File: src/rx_err_pkg.sv
package rx_err_pkg;

    // ---------------------------------------------------------------
    // register map (word index, byte address is four times the index)
    // ---------------------------------------------------------------
    localparam logic [15:0] STATUS_IDX  = 16'h0787;
    localparam logic [15:0] MASK_IDX    = 16'h0790;
    localparam logic [15:0] CTRL_IDX    = 16'h0791;
    localparam logic [7:0]  STATUS_RST  = 8'h00;
    localparam logic [7:0]  MASK_RST    = 8'h00;
    localparam logic [1:0]  CTRL_RST    = 2'h0;

    // ---------------------------------------------------------------
    // status bit positions
    // ---------------------------------------------------------------
    localparam int BIT_INIT  = 5;
    localparam int BIT_TXDIS = 4;
    localparam int BIT_SOF   = 3;
    localparam int BIT_BYTE  = 2;
    localparam int BIT_UNEXP = 1;
    localparam int BIT_CRC   = 0;
    localparam logic [7:0] STATUS_USED = 8'h3f;

    // ctrl bit positions
    localparam int CTRL_DIR   = 0;
    localparam int CTRL_TX_EN = 1;

    // ---------------------------------------------------------------
    // initialization byte layout and frame type codes
    // ---------------------------------------------------------------
    localparam int SOF_BIT  = 7;
    localparam int TYPE_MSB = 6;
    localparam int TYPE_LSB = 4;
    localparam logic [2:0] TYPE_SINGLE_RD = 3'h0;
    localparam logic [2:0] TYPE_SINGLE_WR = 3'h1;
    localparam logic [2:0] TYPE_STACK_RD  = 3'h2;
    localparam logic [2:0] TYPE_STACK_WR  = 3'h3;
    localparam logic [2:0] TYPE_BCAST_RD  = 3'h4;
    localparam logic [2:0] TYPE_BCAST_WR  = 3'h5;

    // one received byte from the lower chain port
    typedef struct packed {
        logic       valid;
        logic [7:0] data;
        logic       last;
        logic       byte_err;
        logic       crc_err;
    } rx_byte_t;

    // frame classification towards the frame counters
    typedef struct packed {
        logic valid_frame;
        logic discard_frame;
    } frame_evt_t;

    typedef enum logic [1:0] {
        ST_INIT,
        ST_BODY,
        ST_IGNORE
    } rx_state_t;

endpackage

File: src/lower_port_command_rx_error_flags.sv
`timescale 1ns/1ps
module lower_port_command_rx_error_flags #(
    parameter int ADR_W = 16
) (
    // clock and reset
    input  wire logic                   core_clk,
    input  wire logic                   rst_b,
    // classic wishbone slave
    input  wire logic                   wb_cyc_i,
    input  wire logic                   wb_stb_i,
    input  wire logic                   wb_we_i,
    input  wire logic [ADR_W-1:0]       wb_adr_i,
    input  wire logic [3:0]             wb_sel_i,
    input  wire logic [31:0]            wb_dat_i,
    output logic      [31:0]            wb_dat_o,
    output logic                        wb_ack_o,
    // received bytes from the lower chain port
    input  wire rx_err_pkg::rx_byte_t   rx_byte,
    // bytes forwarded up the stack
    output logic                        fwd_valid,
    output logic      [7:0]             fwd_data,
    // frame counter events
    output rx_err_pkg::frame_evt_t      frame_evt,
    // interrupt
    output logic                        irq
);

    // ---------------------------------------------------------------
    // bus decode
    // ---------------------------------------------------------------
    logic [ADR_W-3:0] word_idx;
    logic             bus_req;
    logic             bus_wr;
    logic             hit_status;
    logic             hit_mask;
    logic             hit_ctrl;

    assign word_idx = wb_adr_i[ADR_W-1:2];
    assign bus_req  = wb_cyc_i && wb_stb_i && !wb_ack_o;
    assign bus_wr   = bus_req && wb_we_i && wb_sel_i[0];

    always_comb begin
        hit_status = 1'b0;
        hit_mask   = 1'b0;
        hit_ctrl   = 1'b0;
        if (word_idx == rx_err_pkg::STATUS_IDX[ADR_W-3:0]) begin
            hit_status = 1'b1;
        end else if (word_idx == rx_err_pkg::MASK_IDX[ADR_W-3:0]) begin
            hit_mask = 1'b1;
        end else if (word_idx == rx_err_pkg::CTRL_IDX[ADR_W-3:0]) begin
            hit_ctrl = 1'b1;
        end
    end

    // ---------------------------------------------------------------
    // registers
    // ---------------------------------------------------------------
    logic [7:0]  status_reg;
    logic [7:0]  status_next;
    logic [7:0]  mask_reg;
    logic [7:0]  mask_next;
    logic [1:0]  ctrl_reg;
    logic [1:0]  ctrl_next;
    logic        ack_reg;
    logic        ack_next;
    logic [31:0] rdat_reg;
    logic [31:0] rdat_next;
    logic [7:0]  set_bits;
    logic [7:0]  clr_bits;
    logic        dir_sel;
    logic        lower_tx_en;

    assign dir_sel     = ctrl_reg[rx_err_pkg::CTRL_DIR];
    assign lower_tx_en = ctrl_reg[rx_err_pkg::CTRL_TX_EN];

    always_comb begin
        clr_bits = (bus_wr && hit_status) ? wb_dat_i[7:0] : 8'h00;
        // hardware set wins over a software clear
        status_next = ((status_reg & ~clr_bits) | set_bits) & rx_err_pkg::STATUS_USED;
        mask_next   = (bus_wr && hit_mask) ? wb_dat_i[7:0] : mask_reg;
        ctrl_next   = (bus_wr && hit_ctrl) ? wb_dat_i[1:0] : ctrl_reg;
        ack_next    = bus_req;
        rdat_next   = rdat_reg;
        if (bus_req && !wb_we_i) begin
            if (hit_status) begin
                rdat_next = {24'h000000, status_reg};
            end else if (hit_mask) begin
                rdat_next = {24'h000000, mask_reg};
            end else if (hit_ctrl) begin
                rdat_next = {30'h0, ctrl_reg};
            end else begin
                rdat_next = 32'h00000000;
            end
        end
    end

    always_ff @(posedge core_clk) begin
        if (!rst_b) begin
            status_reg <= rx_err_pkg::STATUS_RST;
            mask_reg   <= rx_err_pkg::MASK_RST;
            ctrl_reg   <= rx_err_pkg::CTRL_RST;
            ack_reg    <= 1'b0;
            rdat_reg   <= 32'h00000000;
        end else begin
            status_reg <= status_next;
            mask_reg   <= mask_next;
            ctrl_reg   <= ctrl_next;
            ack_reg    <= ack_next;
            rdat_reg   <= rdat_next;
        end
    end

    assign wb_ack_o = ack_reg;
    assign wb_dat_o = rdat_reg;
    assign irq      = |(status_reg & mask_reg);

    // ---------------------------------------------------------------
    // frame parser
    // ---------------------------------------------------------------
    rx_err_pkg::rx_state_t  state_reg;
    rx_err_pkg::rx_state_t  state_next;
    logic                   bad_reg;
    logic                   bad_next;
    logic                   fwd_valid_reg;
    logic                   fwd_valid_next;
    logic [7:0]             fwd_data_reg;
    logic [7:0]             fwd_data_next;
    rx_err_pkg::frame_evt_t evt_reg;
    rx_err_pkg::frame_evt_t evt_next;
    logic                   sof;
    logic [2:0]             ftype;
    logic                   type_ok;
    logic                   is_read;

    assign sof   = rx_byte.data[rx_err_pkg::SOF_BIT];
    assign ftype = rx_byte.data[rx_err_pkg::TYPE_MSB:rx_err_pkg::TYPE_LSB];

    always_comb begin
        type_ok = (ftype == rx_err_pkg::TYPE_SINGLE_RD) || (ftype == rx_err_pkg::TYPE_SINGLE_WR)
               || (ftype == rx_err_pkg::TYPE_STACK_RD)  || (ftype == rx_err_pkg::TYPE_STACK_WR)
               || (ftype == rx_err_pkg::TYPE_BCAST_RD)  || (ftype == rx_err_pkg::TYPE_BCAST_WR);
        is_read = (ftype == rx_err_pkg::TYPE_SINGLE_RD) || (ftype == rx_err_pkg::TYPE_STACK_RD)
               || (ftype == rx_err_pkg::TYPE_BCAST_RD);
    end

    always_comb begin
        state_next     = state_reg;
        bad_next       = bad_reg;
        set_bits       = 8'h00;
        evt_next       = '0;
        // every byte is passed up regardless of its checks
        fwd_valid_next = rx_byte.valid;
        fwd_data_next  = rx_byte.valid ? rx_byte.data : fwd_data_reg;
        if (rx_byte.valid) begin
            case (state_reg)
                rx_err_pkg::ST_INIT,
                rx_err_pkg::ST_IGNORE: begin
                    if (state_reg == rx_err_pkg::ST_IGNORE && !sof) begin
                        // no checks, no counting while ignoring
                        state_next = rx_err_pkg::ST_IGNORE;
                    end else if (!sof) begin
                        set_bits[rx_err_pkg::BIT_INIT] = 1'b1;
                        state_next = rx_err_pkg::ST_IGNORE;
                    end else if (!type_ok) begin
                        set_bits[rx_err_pkg::BIT_INIT] = 1'b1;
                        state_next = rx_err_pkg::ST_IGNORE;
                    end else begin
                        bad_next = rx_byte.byte_err;
                        set_bits[rx_err_pkg::BIT_BYTE] = rx_byte.byte_err;
                        if (dir_sel) begin
                            set_bits[rx_err_pkg::BIT_UNEXP] = 1'b1;
                            bad_next = 1'b1;
                        end else if (is_read && !lower_tx_en) begin
                            set_bits[rx_err_pkg::BIT_TXDIS] = 1'b1;
                            bad_next = 1'b1;
                        end
                        if (rx_byte.last) begin
                            evt_next.discard_frame = 1'b1;
                            state_next = rx_err_pkg::ST_INIT;
                        end else begin
                            state_next = rx_err_pkg::ST_BODY;
                        end
                    end
                end
                rx_err_pkg::ST_BODY: begin
                    if (sof) begin
                        // new frame start inside a frame: drop the old one
                        set_bits[rx_err_pkg::BIT_SOF] = 1'b1;
                        evt_next.discard_frame = 1'b1;
                        bad_next   = 1'b0;
                        state_next = rx_err_pkg::ST_INIT;
                    end else begin
                        set_bits[rx_err_pkg::BIT_BYTE] = rx_byte.byte_err;
                        if (rx_byte.last) begin
                            set_bits[rx_err_pkg::BIT_CRC] = rx_byte.crc_err;
                            if (bad_reg || rx_byte.byte_err || rx_byte.crc_err) begin
                                evt_next.discard_frame = 1'b1;
                            end else begin
                                evt_next.valid_frame = 1'b1;
                            end
                            bad_next   = 1'b0;
                            state_next = rx_err_pkg::ST_INIT;
                        end else begin
                            bad_next = bad_reg || rx_byte.byte_err;
                        end
                    end
                end
                default: begin
                    state_next = rx_err_pkg::ST_INIT;
                end
            endcase
        end
    end

    always_ff @(posedge core_clk) begin
        if (!rst_b) begin
            state_reg     <= rx_err_pkg::ST_INIT;
            bad_reg       <= 1'b0;
            fwd_valid_reg <= 1'b0;
            fwd_data_reg  <= 8'h00;
            evt_reg       <= '0;
        end else begin
            state_reg     <= state_next;
            bad_reg       <= bad_next;
            fwd_valid_reg <= fwd_valid_next;
            fwd_data_reg  <= fwd_data_next;
            evt_reg       <= evt_next;
        end
    end

    assign fwd_valid = fwd_valid_reg;
    assign fwd_data  = fwd_data_reg;
    assign frame_evt = evt_reg;

    // ---------------------------------------------------------------
    // assertions
    // ---------------------------------------------------------------
    property p_init_nosof;
        @(posedge core_clk) disable iff (!rst_b)
        (rx_byte.valid && state_reg == rx_err_pkg::ST_INIT && !sof)
            |=> status_reg[rx_err_pkg::BIT_INIT] && state_reg == rx_err_pkg::ST_IGNORE;
    endproperty
    a_init_nosof: assert property (p_init_nosof) else $error("init error not flagged");

    property p_init_type;
        @(posedge core_clk) disable iff (!rst_b)
        (rx_byte.valid && state_reg != rx_err_pkg::ST_BODY && sof && !type_ok)
            |=> status_reg[rx_err_pkg::BIT_INIT];
    endproperty
    a_init_type: assert property (p_init_type) else $error("bad type not flagged");

    property p_forward;
        @(posedge core_clk) disable iff (!rst_b)
        rx_byte.valid |=> fwd_valid && fwd_data == $past(rx_byte.data);
    endproperty
    a_forward: assert property (p_forward) else $error("byte not forwarded");

    property p_ignore_hold;
        @(posedge core_clk) disable iff (!rst_b)
        (state_reg == rx_err_pkg::ST_IGNORE && rx_byte.valid && !sof)
            |=> state_reg == rx_err_pkg::ST_IGNORE;
    endproperty
    a_ignore_hold: assert property (p_ignore_hold) else $error("left ignore without sof");

    property p_ignore_quiet;
        @(posedge core_clk) disable iff (!rst_b)
        (state_reg == rx_err_pkg::ST_IGNORE && rx_byte.valid && !sof)
            |-> set_bits == 8'h00 ##1 frame_evt == '0;
    endproperty
    a_ignore_quiet: assert property (p_ignore_quiet) else $error("ignored frame checked");

    property p_txdis;
        @(posedge core_clk) disable iff (!rst_b)
        (rx_byte.valid && state_reg != rx_err_pkg::ST_BODY && sof && type_ok && is_read
         && !dir_sel && !lower_tx_en)
            |=> status_reg[rx_err_pkg::BIT_TXDIS];
    endproperty
    a_txdis: assert property (p_txdis) else $error("tx disabled read not flagged");

    property p_txdis_discard;
        @(posedge core_clk) disable iff (!rst_b)
        (rx_byte.valid && state_reg == rx_err_pkg::ST_BODY && !sof && rx_byte.last && bad_reg)
            |=> frame_evt.discard_frame && !frame_evt.valid_frame;
    endproperty
    a_txdis_discard: assert property (p_txdis_discard) else $error("bad frame not discarded");

    property p_read_back;
        @(posedge core_clk) disable iff (!rst_b)
        (bus_req && !wb_we_i && hit_status)
            |=> wb_ack_o && wb_dat_o[7:0] == $past(status_reg) && wb_dat_o[31:8] == 24'h000000;
    endproperty
    a_read_back: assert property (p_read_back) else $error("status read mismatch");

    property p_unexp;
        @(posedge core_clk) disable iff (!rst_b)
        (rx_byte.valid && state_reg != rx_err_pkg::ST_BODY && sof && type_ok && dir_sel)
            |=> status_reg[rx_err_pkg::BIT_UNEXP];
    endproperty
    a_unexp: assert property (p_unexp) else $error("unexpected command not flagged");

    property p_reserved;
        @(posedge core_clk) disable iff (!rst_b)
        wb_ack_o && $past(hit_status) && !$past(wb_we_i) |-> wb_dat_o[7:6] == 2'h0;
    endproperty
    a_reserved: assert property (p_reserved) else $error("reserved bits set");

    property p_mid_sof;
        @(posedge core_clk) disable iff (!rst_b)
        (rx_byte.valid && state_reg == rx_err_pkg::ST_BODY && sof)
            |=> status_reg[rx_err_pkg::BIT_SOF] && frame_evt.discard_frame
                && state_reg == rx_err_pkg::ST_INIT;
    endproperty
    a_mid_sof: assert property (p_mid_sof) else $error("sof error missed");

    property p_crc_flag;
        @(posedge core_clk) disable iff (!rst_b)
        (rx_byte.valid && state_reg == rx_err_pkg::ST_BODY && !sof && rx_byte.last
         && rx_byte.crc_err)
            |=> status_reg[rx_err_pkg::BIT_CRC] && frame_evt.discard_frame;
    endproperty
    a_crc_flag: assert property (p_crc_flag) else $error("crc error missed");

    property p_sticky;
        @(posedge core_clk) disable iff (!rst_b)
        !(bus_wr && hit_status) |=> (status_reg & $past(status_reg)) == $past(status_reg);
    endproperty
    a_sticky: assert property (p_sticky) else $error("flag lost without clear");

    property p_ignore_exit;
        @(posedge core_clk) disable iff (!rst_b)
        (state_reg == rx_err_pkg::ST_IGNORE && rx_byte.valid && sof && type_ok)
            |=> state_reg != rx_err_pkg::ST_IGNORE;
    endproperty
    a_ignore_exit: assert property (p_ignore_exit) else $error("ignore not ended");

    property p_txdis_dir;
        @(posedge core_clk) disable iff (!rst_b)
        (rx_byte.valid && state_reg != rx_err_pkg::ST_BODY && sof && type_ok && dir_sel
         && !(bus_wr && hit_status))
            |=> status_reg[rx_err_pkg::BIT_TXDIS] == $past(status_reg[rx_err_pkg::BIT_TXDIS]);
    endproperty
    a_txdis_dir: assert property (p_txdis_dir) else $error("txdis with dir 1");

endmodule

File: config.mk
export PLATFORM = sky130hd
export DESIGN_NAME = lower_port_command_rx_error_flags
export DESIGN_NICKNAME = d
export VERILOG_FILES = /design/src/rx_err_pkg.sv /design/src/lower_port_command_rx_error_flags.sv
export SDC_FILE = /design/constraint.sdc
export NUM_CORES = 1
export LEC_CHECK = 0
export BUFFER_PORTS_ARGS = -buffer_cell sky130_fd_sc_hd__buf_2
export CAP_MARGIN = 10
export CORE_MARGIN = 8
export CORE_UTILIZATION = 40
export CTS_CLUSTER_SIZE = 14
export DETAILED_ROUTE_END_ITERATION = 8
export GPL_TIMING_DRIVEN = 0
export PLACE_DENSITY = 0.76
export SLEW_MARGIN = 20
export SYNTH_ARGS = -nofsm -noshare
export SYNTH_HDL_FRONTEND = slang
export SYNTH_SLANG_ARGS = --single-unit
File: constraint.sdc
create_clock -name core_clk -period 1.15 [get_ports core_clk]
set_input_delay 0.115 -clock core_clk [delete_from_list [all_inputs] [get_ports core_clk]]
set_output_delay 0.115 -clock core_clk [all_outputs]
set_load 0.01 [all_outputs]
==> key figures, run 1 <==
Run status
  • Status: finished, violations left
  • Violated checks: setup timing

Routing
  • Antenna-violating nets left: 0
  • Total Wirelength: 5.95 mm
  • Drt first pass iters: 6
  • 1st-iter DRT viols: 76
  • DR DRC count: 0
  • Vias per cell: 4.96
  • DR WL/cell: 15.0 µm
  • Vias: 1,968

Logic synthesis
  • Netlist cell types: 45
  • Post-synth ARST share: 0
  • Syn Area/Cell: 8.81 µm²
  • Mux contribution to synthesized area: 0.0642
  • Yosys warns: 0
  • Largest family of logic cells by synthesized area: simple AND/OR/NAND/NOR gates
  • Gate Count Post-Synth: 230
  • Post-synthesis cell area: 2030 µm²
  • Compound-Gate Fraction of Synth Area: 0.177
  • Yosys reg bits: 39
  • Adder-Cell Fraction of Synth Area: 0
  • Synth Flop Type: dfxtp_1
  • Simple-gate share of the synthesized area: 0.238
  • EDFF count, synth: 0
  • Post-synthesis xor/xnor area fraction: 0
  • Seq/Total Area, Yosys: 0.385

Cells and area
  • # diodes: 0
  • Commonest non-fill, non-tap cell in the layout: buf_2
  • Highest-count cells in the layout ignoring fill and taps: buf_2, dfxtp_1, buf_4
  • Multi-input logic area: 1270 µm²
  • Non-Filler Instances: 397
  • Fillcell total: 451
  • Fin nets: 395
  • Layout cells sized above 1: 0.492
  • Storage element area: 787 µm²
  • Area Overhead vs Synth: 44.4%

STA
  • Final Cycle Share: 1.13
  • Min Tclk post-route: 1300 ps
  • RSZ-0062 raised after global routing: yes
  • Final worst setup slack: -150 ps
  • Slew margin rel.: 0.551
  • Final setup fails: 20
  • Final count of hold timing violations: 0
  • Fmax: 769 MHz
  • Final Max Tran Viols: 0
  • Hold slack: 56.4 ps
  • Clock Skews: 4.69 ps
  • Slew @ Worst Pin: 674 ps

Min path
  • Cell depth of the worst hold path: 3
  • Hold crit path type: in2reg

Clock tree
  • Cts bufs inserted: 5
  • Root Buffer: clkbuf_8
  • Clock-pin slew on the worst setup and hold paths: 80 ps
  • Sink Count: 39
  • Bufs on Longest Clock Path: 2
  • Worst-Skew Late Latency: 300 ps
  • CTS tree: done
  • H-tree Lvls: 2

Pwr
  • Static Leak: 1.35 nW
  • Peak VDD IR: 766 µV
  • Tot Pwr: 3.05 mW
  • Power Density: 1040 nW/µm²

Critical path
  • CP arrival: 1490 ps
  • Worst setup path class: reg2reg
  • Critical Path, Cell by Cell: and3b_2, and3_4, buf_8, nand4_4, mux2i_1
  • Worst setup SP type: flop
  • Critical path depth: 5
  • Buffer and inverter count on the worst path: 1
  • Cell class contributing the biggest share of worst-path delay: simple AND/OR/NAND/NOR gates
  • Crit. End Element: flop
  • Slowest cell on crit path: dfxtp_2
  • Critical Path RT: 1340 ps
  • R2r worst-path depth: 5
  • CP peak stage delay: 340 ps
  • Worst-path fanout max: 5

Global route
  • Gr usage total: 0.148
  • First-pass GRT wire length: 8.91 mm
  • Gr ovfl total: 0
  • Largest net degree at the start of global routing: 13
  • Initial antenna violation count: 0
  • Number of global-route vias before repair: 1,901

Flow run
  • MaxCap Viol Count: 0

Die
  • Starting Density: 0.404
  • Core area: 5010 µm²
  • Die Width: 87.2 µm
  • Core Rows: 26
  • Die area: 7600 µm²
  • # IOs: 114
  • Die Y: 87.2 µm

Place
  • Inst Count DP: 382
  • GPL Wtd Cong: 0.843
  • DP HPWL: 4.23 mm
  • IO buf count: 59
  • Placement Setup Slack: -352 ps
## stage by stage
step | cell area, µm² | util | TNS, ps
6_report | 2930 | 0.584 | -1600
5_1_grt | 2930 | 0.584 | -2600
4_1_cts | 2730 | 0.545 | -1300
3_5_place_dp | 2530 | 0.504 | -5820
3_3_place_gp | 2530 | 0.504 | -5260
2_1_floorplan | 2140 | - | -166
## final cells by class
type	instances	share of cell area
clock buffers	6	0.0282
inverters	8	0.0103
plain buffers	35	0.0898
repair buffers	66	0.126
clock inverters	2	0.0120
multi-input cells	171	0.435
flip-flops and latches	39	0.269
well taps	70	0.0299
## tightest hold or removal path: cells and delay by family
kind | cells | cell delay [ps]
AND/OR/NAND/NOR | 1 | 70
buffers and inverters | 1 | 80
multiplexers | 1 | 50
## final timing paths
path               start           to  slack [ps]
max             wb_ack_o  ctrl_reg[1]        -150
min           rx_byte[5]  fwd_data[2]          60
max reg2reg     wb_ack_o  ctrl_reg[1]        -150
min reg2reg  wb_dat_o[7]  wb_dat_o[7]         450
## where the power goes
part / total, mW / internal [mW] / switching [mW]
clock network: 1.19 / 0.702 / 0.492
registers: 1.40 / 1.38 / 0.0195
logic: 0.455 / 0.207 / 0.248
## kinds of logic (layout without fill, tap and decap cells)
group | count (synthesis) | after routing
other | 1 | 24
buffers and inverters | 43 | 117
DFF | 39 | 39
and+or+nand+nor | 79 | 79
AOI/OAI and AO/OA | 55 | 55
muxes | 13 | 13
## what timing repair did
action                     4_1_cts  5_1_grt
pin swaps                        9       16
hold buffers                     0        0
setup buffers                    4        2
setup endpoints to repair       22       26
cloned                           0        1
resized for setup               20       38
## routing by layer
metal | up-vias | part of all wire | global-route usage
met5 | - | 0 | 0
met4 | 0 | 0.012 | 0.0531
met3 | 7 | 0.085 | 0.0547
met2 | 74 | 0.49 | 0.257
met1 | 912 | 0.41 | 0.160
li1 | 975 | - | -
## synth_stat cells, types with 3 or more instances
master    count  area, µm²
inv_1         7       26.3
buf_2         3       15.0
dfxtp_1      39        781
a22oi_1       3       22.5
o21ai_0      10       50.1
nand3_1      22        110
buf_4        26        195
nor2b_1       3       18.8
nor2_1       16       60.1
a21oi_1      18       90.1
a21o_1        4       30.0
mux2i_1      13        130
clkbuf_1      3       11.3
nand2_1      12       45.0
o31ai_1       9       67.6
Note: power is estimated with default switching activity, not from simulation.
==> run 2, diff against run 1 <==
--- a/config.mk
+++ b/config.mk
@@ -8,11 +8,11 @@
 export BUFFER_PORTS_ARGS = -buffer_cell sky130_fd_sc_hd__buf_2
 export CAP_MARGIN = 10
 export CORE_MARGIN = 8
-export CORE_UTILIZATION = 40
+export CORE_UTILIZATION = 47
 export CTS_CLUSTER_SIZE = 14
 export DETAILED_ROUTE_END_ITERATION = 8
 export GPL_TIMING_DRIVEN = 0
-export PLACE_DENSITY = 0.76
+export PLACE_DENSITY = 0.84
 export SLEW_MARGIN = 20
 export SYNTH_ARGS = -nofsm -noshare
 export SYNTH_HDL_FRONTEND = slang
==> constraint.sdc (replaced) <==
create_clock -name core_clk -period 1.7 [get_ports core_clk]
set_input_delay 0.17 -clock core_clk [delete_from_list [all_inputs] [get_ports core_clk]]
set_output_delay 0.17 -clock core_clk [all_outputs]
set_load 0.01 [all_outputs]
==> key figures, run 2 (same netlist as run 1, synthesis figures left out) <==
Run status
  • Status: completed (was finished, violations left)

Pwr
  • Static Leak: 1.27 nW (was 1.35 nW)
  • Power Density: 821 nW/µm² (was 1040 nW/µm²)
  • Tot Pwr: 2.14 mW (was 3.05 mW)
  • Peak VDD IR: 623 µV (was 766 µV)

STA
  • Final Cycle Share: 0.885 (was 1.13)
  • Clock Skews: 8.07 ps (was 4.69 ps)
  • RSZ-0062 raised after global routing: no (was yes)
  • Final count of hold timing violations: 0 (unchanged)
  • Final setup fails: 0 (was 20)
  • Setup tns final: 0 ps (was -1600 ps)
  • Fmax: 664 MHz (was 769 MHz)
  • Min Tclk post-route: 1500 ps (was 1300 ps)
  • Final Max Tran Viols: 0 (unchanged)
  • Final worst setup slack: 195 ps (was -150 ps)

Routing
  • Drt first pass iters: 4 (was 6)
  • Total Wirelength: 5.39 mm (was 5.95 mm)
  • DR WL met3: 589 µm (was 503 µm)
  • Metal2 WL: 2.62 mm (was 2.95 mm)
  • Antenna-violating nets left: 0 (unchanged)
  • Vias per cell: 5.12 (was 4.96)
  • Top Metal Used: met4 (unchanged)
  • DR DRC count: 0 (unchanged)
  • DR WL/cell: 14.5 µm (was 15.0 µm)
  • Met1 Wirelength: 2.13 mm (was 2.43 mm)
  • Vias: 1,905 (was 1,968)
  • 1st-iter DRT viols: 163 (was 76)

Clock tree
  • Cts bufs inserted: 5 (unchanged)
  • Worst-Skew Late Latency: 290 ps (was 300 ps)
  • Clock-pin slew on the worst setup and hold paths: 80 ps (about the same)
  • H-tree Lvls: 2 (unchanged)
  • CTS tree: done (unchanged)
  • Post-CTS Resized: 0 (was 20)
  • CTS Hold Bufs: 0 (unchanged)
  • Sink Count: 39 (unchanged)
  • Bufs on Longest Clock Path: 2 (unchanged)
  • Root Buffer: clkbuf_8 (unchanged)
  • Postcts setup bufs: 0 (was 4)

Critical path
  • Critical Path, Cell by Cell: and3b_1, and3_1, buf_2, a41o_2, a21oi_1 (was and3b_2, and3_4, buf_8, nand4_4, mux2i_1)
  • Cell class contributing the biggest share of worst-path delay: simple AND/OR/NAND/NOR gates (unchanged)
  • Reg2Reg Setup Slack: 200 ps (was -150 ps)
  • Slowest cell on crit path: dfxtp_1 (was dfxtp_2)
  • Worst setup path class: reg2reg (unchanged)
  • Critical path depth: 5 (unchanged)
  • Buffer and inverter count on the worst path: 1 (unchanged)
  • CP peak stage delay: 360 ps (was 340 ps)
  • Crit path from: wb_ack_o (unchanged)
  • Worst setup SP type: flop (unchanged)
  • RR Startpoint: wb_ack_o (unchanged)
  • Worst-path fanout max: 10 (was 5)
  • Critical Path RT: 1920 ps (was 1340 ps)
  • CP arrival: 1730 ps (was 1490 ps)
  • Crit. End Element: flop (unchanged)
  • R2R Path End: status_reg[4] (was ctrl_reg[1])
  • R2r worst-path depth: 5 (unchanged)

Die
  • # IOs: 114 (unchanged)
  • Die Y: 81.7 µm (was 87.2 µm)
  • Die Width: 81.7 µm (was 87.2 µm)
  • Core area: 4260 µm² (was 5010 µm²)
  • Starting Density: 0.475 (was 0.404)
  • Die area: 6670 µm² (was 7600 µm²)
  • Core Rows: 24 (was 26)

Cells and area
  • Multi-input logic area: 1060 µm² (was 1270 µm²)
  • Final core utilization: 0.611 (was 0.584)
  • Fillcell total: 384 (was 451)
  • Area Overhead vs Synth: 28.6% (was 44.4%)
  • Highest-count cells in the layout ignoring fill and taps: buf_2, dfxtp_1, buf_4 (unchanged)
  • Commonest non-fill, non-tap cell in the layout: buf_2 (unchanged)
  • Layout cells sized above 1: 0.334 (was 0.492)
  • Fin nets: 388 (was 395)
  • # diodes: 0 (unchanged)
  • Storage element area: 781 µm² (was 787 µm²)

Flow run
  • MaxCap Viol Count: 0 (unchanged)

Global route
  • Gr usage total: 0.158 (was 0.148)
  • Initial antenna violation count: 0 (unchanged)
  • Largest net degree at the start of global routing: 13 (unchanged)
  • Number of global-route vias before repair: 1,865 (was 1,901)
  • First-pass GRT wire length: 8.43 mm (was 8.91 mm)
  • Gr ovfl total: 0 (unchanged)

Place
  • Placement Setup Slack: 170 ps (was -352 ps)
  • DP HPWL: 4.19 mm (was 4.23 mm)
  • GPL Wtd Cong: 0.859 (was 0.843)
  • IO buf count: 59 (unchanged)

Min path
  • Hold crit path type: in2reg (unchanged)
  • Hold_sp: rx_byte[3] (was rx_byte[5])
  • Cell depth of the worst hold path: 3 (unchanged)
  • Hold Path Sink: fwd_data[0] (was fwd_data[2])
run 2: changes by cell type in the layout (fill, tap and decap cells not counted), sizes merged:
cell    change
clkinv      -1
bufinv      +1
buf         -7
run 2: power by group:
part           internal [mW]  switching [mW]
clock                  0.587           0.328
combinational          0.126           0.148
sequential             0.936          0.0127
run 2: worst max path at each step:
stage / endpoint
2_1_floorplan: status_reg[4]
3_3_place_gp: wb_dat_o[3]
3_5_place_dp: wb_dat_o[3]
4_1_cts: status_reg[4]
5_1_grt: status_reg[4]
6_report: status_reg[4]
run 2: through the flow:
step	cells	hold WS [ps]	cell area (µm²)
after floorplan	253	309	2110
after global routing	372	118	2610
final	372	116	2610
after global placement	364	403	2470
after detailed placement	364	414	2470
after CTS	372	116	2610
run 2: tightest hold or removal path, delay by kind of cell:
kind / cells / cell delay [ps]
buf+inv: 1 / 70
mux: 1 / 50
simple gates: 1 / 70
run 2: layer usage:
| layer | vias to the layer above | track usage |
|---|---|---|
| met3 | 6 | 0.0481 |
| met5 | - | 0 |
| met4 | 0 | 0.0439 |
| met2 | 93 | 0.282 |
| met1 | 853 | 0.178 |
| li1 | 953 | - |
run 2: layout make-up:
type | instances | share of cell area
Multi-Input combinational cell | 171 | 0.407
Clock inverter | 2 | 0.0231
Tap cell | 52 | 0.0250
Sequential cell | 39 | 0.300
Timing Repair Buffer | 59 | 0.113
Inverter | 8 | 0.0115
Clock buffer | 6 | 0.0279
Buffer | 35 | 0.0922
